$ cat config.mk
export PLATFORM = sky130hd
export DESIGN_NAME = vmon_seq
export DESIGN_NICKNAME = d
export VERILOG_FILES = /design/src/verilog/vmon_seq_pkg.sv /design/src/verilog/vmon_seq.sv
export SDC_FILE = /design/constraint.sdc
export NUM_CORES = 1
export LEC_CHECK = 0
export BUFFER_PORTS_ARGS = -buffer_cell sky130_fd_sc_hd__buf_2
export CAP_MARGIN = 25
export CORE_ASPECT_RATIO = 1.25
export CORE_MARGIN = 2
export CORE_UTILIZATION = 49
export CTS_CLUSTER_SIZE = 40
export DETAILED_ROUTE_END_ITERATION = 10
export PLACE_DENSITY = 0.77
export SLEW_MARGIN = 5
export SYNTH_ARGS = -nofsm -noshare
export SYNTH_HDL_FRONTEND = slang
export SYNTH_SLANG_ARGS = --single-unit
$ cat constraint.sdc
create_clock -name pclk -period 2.6 [get_ports pclk]
set_input_delay 0.26 -clock pclk [delete_from_list [all_inputs] [get_ports pclk]]
set_output_delay 0.26 -clock pclk [all_outputs]
set_load 0.005 [all_outputs]
$ cat src/verilog/vmon_seq_pkg.sv
// constants, types and device register map for the voltage monitor reset arming sequencer
// What this block does
// - write the four-bit detection level field first
// - filtered variant: set circuit enable right after the level
// - wait the detector settle time after circuit enable
// - with filter in use, program the two-bit sampling clock select
// - with filter in use, clear filter disable after the clock select
// - with filter in use, wait 2n+3 low-speed oscillator cycles
// - then set reset select to 1 and the chosen negation type
// - filtered variant: clear the detection flag before reset enable
// - after the flag clear, set interrupt/reset enable to 1
// - last step of both variants sets comparison output enable
// - plain variant: level, reset select and negation, then reset enable
// - plain variant: circuit enable after reset enable, settle, then compare enable
package vmon_seq_pkg;

    // apb register offsets of the controller
    localparam logic [7:0] CTRL_OFS     = 8'h00;
    localparam logic [7:0] STATUS_OFS   = 8'h04;
    localparam logic [7:0] IRQ_STAT_OFS = 8'h08;
    localparam logic [7:0] IRQ_EN_OFS   = 8'h0C;
    localparam logic [7:0] IRQ_CLR_OFS  = 8'h10;

    // control register fields
    localparam int CTRL_START_BIT  = 0;
    localparam int CTRL_PLAIN_BIT  = 1;
    localparam int CTRL_FILTER_BIT = 2;
    localparam int CTRL_NEG_BIT    = 3;
    localparam int CTRL_LVL_LSB    = 4;
    localparam int CTRL_FSAMP_LSB  = 8;

    // status and interrupt bits
    localparam int STAT_BUSY_BIT   = 0;
    localparam int STAT_DONE_BIT   = 1;
    localparam int STAT_RST_BIT    = 2;
    localparam int STAT_DET_BIT    = 3;
    localparam int IRQ_DONE_BIT    = 0;
    localparam int IRQ_RST_BIT     = 1;
    localparam int IRQ_DET_BIT     = 2;
    localparam int IRQ_W           = 3;

    // device register addresses on the device write port
    localparam logic [7:0] LEVEL_SELECT_REG    = 8'h00;
    localparam logic [7:0] COMPARATOR_CTRL_REG = 8'h01;
    localparam logic [7:0] MON1_CTRL0_REG      = 8'h02;
    localparam logic [7:0] MON1_STATUS_REG     = 8'h03;

    // device field masks
    localparam logic [7:0] MON1_LEVEL_FIELD    = 8'h0F;
    localparam logic [7:0] MON1_CIRCUIT_EN     = 8'h01;
    localparam logic [7:0] MON1_INT_RESET_EN   = 8'h01;
    localparam logic [7:0] MON1_FILTER_DISABLE = 8'h02;
    localparam logic [7:0] MON1_CMP_OUT_EN     = 8'h04;
    localparam logic [7:0] MON1_FILTER_CLK_SEL = 8'h30;
    localparam logic [7:0] MON1_NEGATION_TYPE  = 8'h40;
    localparam logic [7:0] MON1_RESET_SELECT   = 8'h80;
    localparam logic [7:0] MON1_DETECT_FLAG    = 8'h01;
    localparam int         FSAMP_LSB           = 4;
    localparam int         NEG_LSB             = 6;

    // timing
    localparam int CLK_NS         = 100;
    localparam int FILT_MUL       = 2;
    localparam int FILT_ADD       = 3;
    localparam int CNT_W          = 24;

    typedef enum {
        S_IDLE, S_LEVEL, S_CIRC, S_SETTLE, S_FSAMP, S_FDIS, S_FWAIT,
        S_RSEL, S_DETCLR, S_RIE, S_CIRC2, S_SETTLE2, S_CMPE
    } step_type;

    // one masked write to the device: bits under mask take data
    typedef struct packed {
        logic       valid;
        logic [7:0] addr;
        logic [7:0] mask;
        logic [7:0] data;
    } dev_cmd_type;

    typedef struct packed {
        logic       plain;
        logic       use_filter;
        logic       negation;
        logic [3:0] level;
        logic [1:0] fsamp;
    } cfg_type;

endpackage

$ cat src/verilog/vmon_seq.sv
// apb-programmed controller that arms voltage monitor 1 for reset through device writes
`timescale 1ns/100ps
module vmon_seq #(
    parameter int SETTLE_NS = 1000,
    parameter int LOW_SPEED_OSC_NS   = 4000
) (
    input  wire logic                      pclk,
    input  wire logic                      presetn,
    input  wire logic                      psel,
    input  wire logic                      penable,
    input  wire logic                      pwrite,
    input  wire logic [7:0]                paddr,
    input  wire logic [31:0]               pwdata,
    output logic                           pready,
    output logic [31:0]                    prdata,
    output logic                           pslverr,
    output vmon_seq_pkg::dev_cmd_type      dev_cmd,
    input  wire logic                      dev_ack,
    input  wire logic                      mon1_reset_pin,
    input  wire logic                      mon1_detect_pin,
    output logic                           irq
);
    import vmon_seq_pkg::*;

    localparam int SETTLE_CYC_RAW = (SETTLE_NS + CLK_NS - 1) / CLK_NS;
    localparam int SETTLE_CYC     = (SETTLE_CYC_RAW < 1) ? 1 : SETTLE_CYC_RAW;
    localparam int LOW_SPEED_OSC_CYC_RAW   = (LOW_SPEED_OSC_NS + CLK_NS - 1) / CLK_NS;
    localparam int LOW_SPEED_OSC_CYC       = (LOW_SPEED_OSC_CYC_RAW < 1) ? 1 : LOW_SPEED_OSC_CYC_RAW;

    ////////////////////////////////////////////////////////////////////////////
    // helpers

    // step that follows a finished one; plain and filtered orders differ
    function automatic step_type next_step(input step_type s, input cfg_type c);
        step_type n;
        n = S_IDLE;
        case (s)
            S_LEVEL:   n = c.plain ? S_RSEL : S_CIRC;
            S_CIRC:    n = S_SETTLE;
            S_SETTLE:  n = c.use_filter ? S_FSAMP : S_RSEL;
            S_FSAMP:   n = S_FDIS;
            S_FDIS:    n = S_FWAIT;
            S_FWAIT:   n = S_RSEL;
            S_RSEL:    n = c.plain ? S_RIE : S_DETCLR;
            S_DETCLR:  n = S_RIE;
            S_RIE:     n = c.plain ? S_CIRC2 : S_CMPE;
            S_CIRC2:   n = S_SETTLE2;
            S_SETTLE2: n = S_CMPE;
            default:   n = S_IDLE;
        endcase
        return n;
    endfunction

    // device write issued in a step; waits and idle issue none
    function automatic dev_cmd_type step_cmd(input step_type s, input cfg_type c);
        dev_cmd_type d;
        d = '0;
        d.valid = 1'b1;
        case (s)
            S_LEVEL: begin
                d.addr = LEVEL_SELECT_REG;
                d.mask = MON1_LEVEL_FIELD;
                d.data = {4'h0, c.level};
            end
            S_CIRC, S_CIRC2: begin
                d.addr = COMPARATOR_CTRL_REG;
                d.mask = MON1_CIRCUIT_EN;
                d.data = MON1_CIRCUIT_EN;
            end
            S_FSAMP: begin
                d.addr = MON1_CTRL0_REG;
                d.mask = MON1_FILTER_CLK_SEL;
                d.data = 8'(c.fsamp) << FSAMP_LSB;
            end
            S_FDIS: begin
                d.addr = MON1_CTRL0_REG;
                d.mask = MON1_FILTER_DISABLE;
                d.data = 8'h00;
            end
            S_RSEL: begin
                d.addr = MON1_CTRL0_REG;
                d.mask = MON1_RESET_SELECT | MON1_NEGATION_TYPE;
                d.data = MON1_RESET_SELECT | (8'(c.negation) << NEG_LSB);
            end
            S_DETCLR: begin
                d.addr = MON1_STATUS_REG;
                d.mask = MON1_DETECT_FLAG;
                d.data = 8'h00;
            end
            S_RIE: begin
                d.addr = MON1_CTRL0_REG;
                d.mask = MON1_INT_RESET_EN;
                d.data = MON1_INT_RESET_EN;
            end
            S_CMPE: begin
                d.addr = MON1_CTRL0_REG;
                d.mask = MON1_CMP_OUT_EN;
                d.data = MON1_CMP_OUT_EN;
            end
            default: d = '0;
        endcase
        return d;
    endfunction

    // wait length in pclk cycles for the step that is about to start
    function automatic logic [CNT_W-1:0] wait_len(input step_type s, input cfg_type c);
        logic [CNT_W-1:0] n;
        // shift amount widened: select 3 plus one must reach 4, not wrap to 0
        n = CNT_W'(FILT_MUL) << (3'(c.fsamp) + 3'd1);                 // 2n, n = 2..16
        if (s == S_FWAIT)
            wait_len = CNT_W'((n + CNT_W'(FILT_ADD)) * CNT_W'(LOW_SPEED_OSC_CYC));
        else
            wait_len = CNT_W'(SETTLE_CYC);
    endfunction

    function automatic logic is_wait(input step_type s);
        return (s == S_SETTLE) || (s == S_SETTLE2) || (s == S_FWAIT);
    endfunction

    ////////////////////////////////////////////////////////////////////////////
    // device status pins: two flops before any use

    logic [1:0] rst_sync;
    logic [1:0] det_sync;
    logic [1:0] next_rst_sync;
    logic [1:0] next_det_sync;
    logic       rst_seen;
    logic       det_seen;

    always_comb begin
        next_rst_sync = {rst_sync[0], mon1_reset_pin};
        next_det_sync = {det_sync[0], mon1_detect_pin};
    end

    always_ff @(posedge pclk or negedge presetn) begin
        if (!presetn) begin
            rst_sync <= 2'b00;
            det_sync <= 2'b00;
            rst_seen <= 1'b0;
            det_seen <= 1'b0;
        end else begin
            rst_sync <= next_rst_sync;
            det_sync <= next_det_sync;
            rst_seen <= rst_sync[1];
            det_seen <= det_sync[1];
        end
    end

    // edges of the device's response once armed
    logic rst_rise;
    logic det_rise;
    assign rst_rise = rst_sync[1] & ~rst_seen;
    assign det_rise = det_sync[1] & ~det_seen;

    ////////////////////////////////////////////////////////////////////////////
    // sequencer

    step_type         step;
    step_type         next_step_q;
    cfg_type          cfg;
    cfg_type          next_cfg;
    logic [CNT_W-1:0] cnt;
    logic [CNT_W-1:0] next_cnt;
    dev_cmd_type      next_dev_cmd;
    logic             done;
    logic             next_done;
    logic             done_pulse;
    logic             wr_ctrl;
    logic             start_req;

    assign wr_ctrl   = psel & penable & pwrite & (paddr == CTRL_OFS);
    assign start_req = wr_ctrl & pwdata[CTRL_START_BIT];

    // a step moves on when its device write is acked or its wait expires;
    // start while busy is ignored so config cannot change mid-sequence
    always_comb begin
        next_step_q  = step;
        next_cfg     = cfg;
        next_cnt     = cnt;
        next_done    = done;
        done_pulse   = 1'b0;
        next_dev_cmd = dev_cmd;
        if (step == S_IDLE) begin
            if (start_req) begin
                next_cfg.plain      = pwdata[CTRL_PLAIN_BIT];
                next_cfg.use_filter = pwdata[CTRL_FILTER_BIT] & ~pwdata[CTRL_PLAIN_BIT];
                next_cfg.negation   = pwdata[CTRL_NEG_BIT];
                next_cfg.level      = pwdata[CTRL_LVL_LSB +: 4];
                next_cfg.fsamp      = pwdata[CTRL_FSAMP_LSB +: 2];
                next_done           = 1'b0;
                next_step_q         = S_LEVEL;
                next_dev_cmd        = step_cmd(S_LEVEL, next_cfg);
            end
        end else if (is_wait(step)) begin
            if (cnt <= CNT_W'(1)) begin
                next_step_q  = next_step(step, cfg);
                next_dev_cmd = step_cmd(next_step_q, cfg);
            end else begin
                next_cnt = cnt - CNT_W'(1);
            end
        end else if (dev_ack) begin
            next_step_q = next_step(step, cfg);
            if (step == S_CMPE) begin
                next_done  = 1'b1;
                done_pulse = 1'b1;
            end
            if (is_wait(next_step_q)) begin
                next_cnt     = wait_len(next_step_q, cfg);
                next_dev_cmd = '0;
            end else begin
                next_dev_cmd = step_cmd(next_step_q, cfg);
            end
        end
    end

    always_ff @(posedge pclk or negedge presetn) begin
        if (!presetn) begin
            step    <= S_IDLE;
            cfg     <= '0;
            cnt     <= '0;
            done    <= 1'b0;
            dev_cmd <= '0;
        end else begin
            step    <= next_step_q;
            cfg     <= next_cfg;
            cnt     <= next_cnt;
            done    <= next_done;
            dev_cmd <= next_dev_cmd;
        end
    end

    ////////////////////////////////////////////////////////////////////////////
    // interrupt registers and apb slave

    logic [IRQ_W-1:0] irq_stat;
    logic [IRQ_W-1:0] irq_en;
    logic [IRQ_W-1:0] next_irq_stat;
    logic [IRQ_W-1:0] next_irq_en;
    logic [IRQ_W-1:0] irq_set;
    logic [31:0]      next_prdata;
    logic             next_pslverr;
    logic             mapped;
    logic             setup;
    logic             wr_access;

    assign setup     = psel & ~penable;
    assign wr_access = psel & penable & pwrite;
    assign pready    = psel & penable;                                 // zero wait states
    assign irq       = |(irq_stat & irq_en);

    always_comb begin
        irq_set                = '0;
        irq_set[IRQ_DONE_BIT]  = done_pulse;
        irq_set[IRQ_RST_BIT]   = rst_rise;
        irq_set[IRQ_DET_BIT]   = det_rise;
    end

    // a new event in the clear cycle survives: set is or-ed after the clear
    always_comb begin
        next_irq_stat = irq_stat;
        next_irq_en   = irq_en;
        if (wr_access && paddr == IRQ_CLR_OFS)
            next_irq_stat = irq_stat & ~pwdata[IRQ_W-1:0];
        next_irq_stat = next_irq_stat | irq_set;
        if (wr_access && paddr == IRQ_EN_OFS)
            next_irq_en = pwdata[IRQ_W-1:0];
    end

    // read data and error are captured in the setup cycle, held in access
    always_comb begin
        mapped       = 1'b1;
        next_prdata  = prdata;
        next_pslverr = pslverr;
        if (setup) begin
            next_prdata = 32'h0000_0000;
            case (paddr)
                CTRL_OFS: begin
                    next_prdata[CTRL_PLAIN_BIT]         = cfg.plain;
                    next_prdata[CTRL_FILTER_BIT]        = cfg.use_filter;
                    next_prdata[CTRL_NEG_BIT]           = cfg.negation;
                    next_prdata[CTRL_LVL_LSB +: 4]      = cfg.level;
                    next_prdata[CTRL_FSAMP_LSB +: 2]    = cfg.fsamp;
                end
                STATUS_OFS: begin
                    next_prdata[STAT_BUSY_BIT] = (step != S_IDLE);
                    next_prdata[STAT_DONE_BIT] = done;
                    next_prdata[STAT_RST_BIT]  = rst_sync[1];
                    next_prdata[STAT_DET_BIT]  = det_sync[1];
                end
                IRQ_STAT_OFS: next_prdata[IRQ_W-1:0] = irq_stat;
                IRQ_EN_OFS:   next_prdata[IRQ_W-1:0] = irq_en;
                IRQ_CLR_OFS:  next_prdata = 32'h0000_0000;
                default:      mapped = 1'b0;
            endcase
            next_pslverr = ~mapped;
        end
    end

    always_ff @(posedge pclk or negedge presetn) begin
        if (!presetn) begin
            irq_stat <= '0;
            irq_en   <= '0;
            prdata   <= 32'h0000_0000;
            pslverr  <= 1'b0;
        end else begin
            irq_stat <= next_irq_stat;
            irq_en   <= next_irq_en;
            prdata   <= next_prdata;
            pslverr  <= next_pslverr;
        end
    end

endmodule

==> results_dict.tcl <==
set metrics [dict create \
    status "finished, violations left" \
    violations "negative setup slack" \
    crit_path_start_kind "register" \
    antenna_found_initial 0 \
    root_buffer "clkbuf_16" \
    fin_crit_sh_pct 104 \
    vias 4125 \
    clockBufferDepth 2 \
    reg2reg_depth 11 \
    antenna_cells 0 \
    die_area_um2 10000 \
    r2r_setup_slack_ns -0.1 \
    portBuffers 57 \
    crit_fanout 7 \
    cp.required_ns 2.83 \
    worst_slack_ns -0.0963 \
    cts_sinks 77 \
    cts_buffers 9 \
    whs_ns 0.0247 \
    antenna_left 0 \
    cp_data_arrival_time_ns 2.93 \
    yosys_warnings 0 \
    endpoint "cnt[16]" \
    reg2reg_to "cnt[16]" \
    htreeDepth 3 \
    p_leak_nw 2.84 \
    period_minus_slack_ns 2.70 \
    grt_pass1_vias 4123 \
    setup_violations 5 \
    final_nets 660 \
    first_pass_iters 5 \
    finalHoldViolCount 0 \
    overflow 0 \
    cap_violations 0 \
    critPathLaunch "step[2]" \
    crit_type "reg2reg" \
    seqPwrFrac_pct 32.1 \
    die_w_um 89.9 \
    ys_seq_area_share_pct 42.6 \
    routed_wl_mm 12.2 \
    drc 0 \
    area.growth.synth_to_final_pct 29.2 \
    slew_headroom_pct 64.6 \
    cts_tree "built" \
    fin_cells 719 \
    async_flop_share_pct 100 \
    die_height_um 111 \
    grt_pass1_wl_mm 19.1 \
    vias_per_cell 5.74 \
    first_iter_violations 302 \
    place_hpwl_mm 8.07 \
    synth_enable_flop_cells 0 \
    final_max_slew_viol_count 0 \
    synth.distinct_cells 67 \
    path_clk_slew_ns 0.06 \
    netlist.area_leader.share_pct 42.6 \
    grtUsageTotal_pct 23.2 \
    finClkSkew_ns 0.00676 \
    place.gp.congestion 0.848 \
    switching_share_pct 37.4 \
    rsz0062_at_grt "yes" \
    power_density_nw_per_um2 856 \
    fin_area_um2 5840 \
    comb_power_share_pct 42.3 \
    dp.cells 686 \
    hp-class "in2reg" \
    initial_utilization_pct 49.8 \
    yosysTopAreaCell "dfrtp_1" \
    utilization_pct 64.3 \
    switchingPower_mw 1.87 \
    drive_above_1_share_pct 32.6 \
    p_int_mw 3.13 \
    p_clk_share_pct 25.6 \
    wire_per_inst_um 16.9 \
    clock_latency_ns 0.34 \
    max_freq_ghz 0.371 \
    vdd_drop_max_mv 0.567 \
    placementRows 39 \
    dpl_cell_area_um2 5210 \
    ios 108 \
    syn_inst 470 \
    rr_startpoint "step[2]" \
    netlist_top_cells_area "dfrtp_1 43%, ha_1 5.8%, buf_4 5.1%, nand2_1 4.1%, mux2_2 3.2%" \
    core-area_um2 9080 \
    tightest_slew_ns 0.531 \
    ys.flop_type "dfrtp_1" \
    synth_area_um2 4520 \
    synthMostInstantiatedCell "dfrtp_1" \
    syn_area_per_cell_um2 9.62 \
    end_kind "register" \
    synth_common_cells "77 x dfrtp_1, 49 x nand2_1, 34 x nor2_1" \
    ys_ff_latch 77 \
    grt_max_degree 78 \
]
## logic make-up after synthesis
kind of cell	Yosys count	synth area share, %
compound gates	121	19.3
xor+xnor	14	2.71
fa+ha+maj	21	5.81
buf+inv	62	7.92
flops	77	42.6
mux	18	4.35
other cells	1	0.0830
simple gates	156	17.2
## worst min path at each step
stage                        start          end  slack (ns)  cells past startpoint
CTS                 mon1_reset_pin  rst_sync[0]        0.02                      1
floorplan                  presetn       cfg[0]       -0.04                      0
global placement       rst_sync[0]  rst_sync[1]        0.33                      0
detailed placement     det_sync[0]  det_sync[1]        0.34                      0
finish              mon1_reset_pin  rst_sync[0]        0.02                      1
global route        mon1_reset_pin  rst_sync[0]        0.02                      1
## power groups by stage
| stage | clock network (mW) | logic (mW) | registers (mW) |
|---|---|---|---|
| finish | 1.28 | 2.12 | 1.60 |
| global route | 1.33 | 2.29 | 1.63 |
| CTS | 1.29 | 1.88 | 1.59 |
| detailed placement | 0 | 1.81 | 1.60 |
| global placement | 0 | 1.74 | 1.60 |
| floorplan | 0 | 1.12 | 1.57 |
## cell usage in the layout, fill, tap and decap left out, types with 4 or more instances in the layout
cell / count
nor2_1: 33
mux2i_1: 5
o21ai_1: 9
or4_4: 4
dfrtp_1: 74
and2_1: 9
o21ai_0: 20
clkbuf_16: 10
a21o_1: 6
inv_1: 12
xor2_1: 5
nor3_1: 14
conb_1: 29
xnor2_1: 9
o31ai_1: 6
nand2_1: 48
a32oi_1: 4
a21oi_1: 19
a22o_1: 12
ha_1: 16
buf_2: 56
o22ai_1: 4
a221o_1: 6
nand3b_1: 4
mux2_2: 13
nand3_1: 12
buf_4: 66
## worst max-delay path, stage by stage (launching register included)
cell and delay, ns:
dfrtp_2 0.43, inv_4 0.06, ha_4 0.19, buf_4 0.15, nor2_1 0.17, a32oi_1 0.14
and2_1 0.24, buf_4 0.16, a2111o_1 0.48, buf_4 0.18, a22o_1 0.22, a21o_1 0.17
## layout make-up
| class | count | area [um^2] |
|---|---|---|
| Sequential cell | 77 | 1930 |
| Multi-Input combinational cell | 359 | 2490 |
| Timing Repair Buffer | 129 | 901 |
| Inverter | 15 | 58.8 |
| Fill cell | 686 | 3240 |
| Tap cell | 123 | 154 |
| Clock buffer | 10 | 239 |
| Clock inverter | 6 | 61.3 |
## flip-flops by register name (all words and copies together), names as in the netlist
signal,flops
det_seen,1
cnt,24
rst_seen,1
dev_cmd,16
det_sync,2
rst_sync,2
cfg,9
done,1
step,4
pslverr,1
prdata,10
irq_en,3
irq_stat,3
## metrics by stage
stage | power (mW) | setup slack, ns | setup TNS (ns)
floorplan | 2.70 | 0.0154 | 0
finish | 5.00 | -0.0963 | -0.184
CTS | 4.76 | 0.0111 | 0
detailed placement | 3.41 | -0.181 | -0.528
global route | 5.26 | -0.105 | -0.728
global placement | 3.34 | -0.0793 | -0.112
## timing repair
action,CTS,global route
gates cloned,0,1
gates resized for setup,12,23
setup endpoints to repair,13,27
buffers inserted,6,8
endpoints found under the hold margin,0,20
hold buffers,0,1
pin swaps,3,4
## layer usage
layer	wire, um	GRT usage [%]
met5	0	0
met4	343	10.4
met3	633	3.86
met2	6270	40.3
met1	4920	28.6
Power figures use the tool's default switching activity.
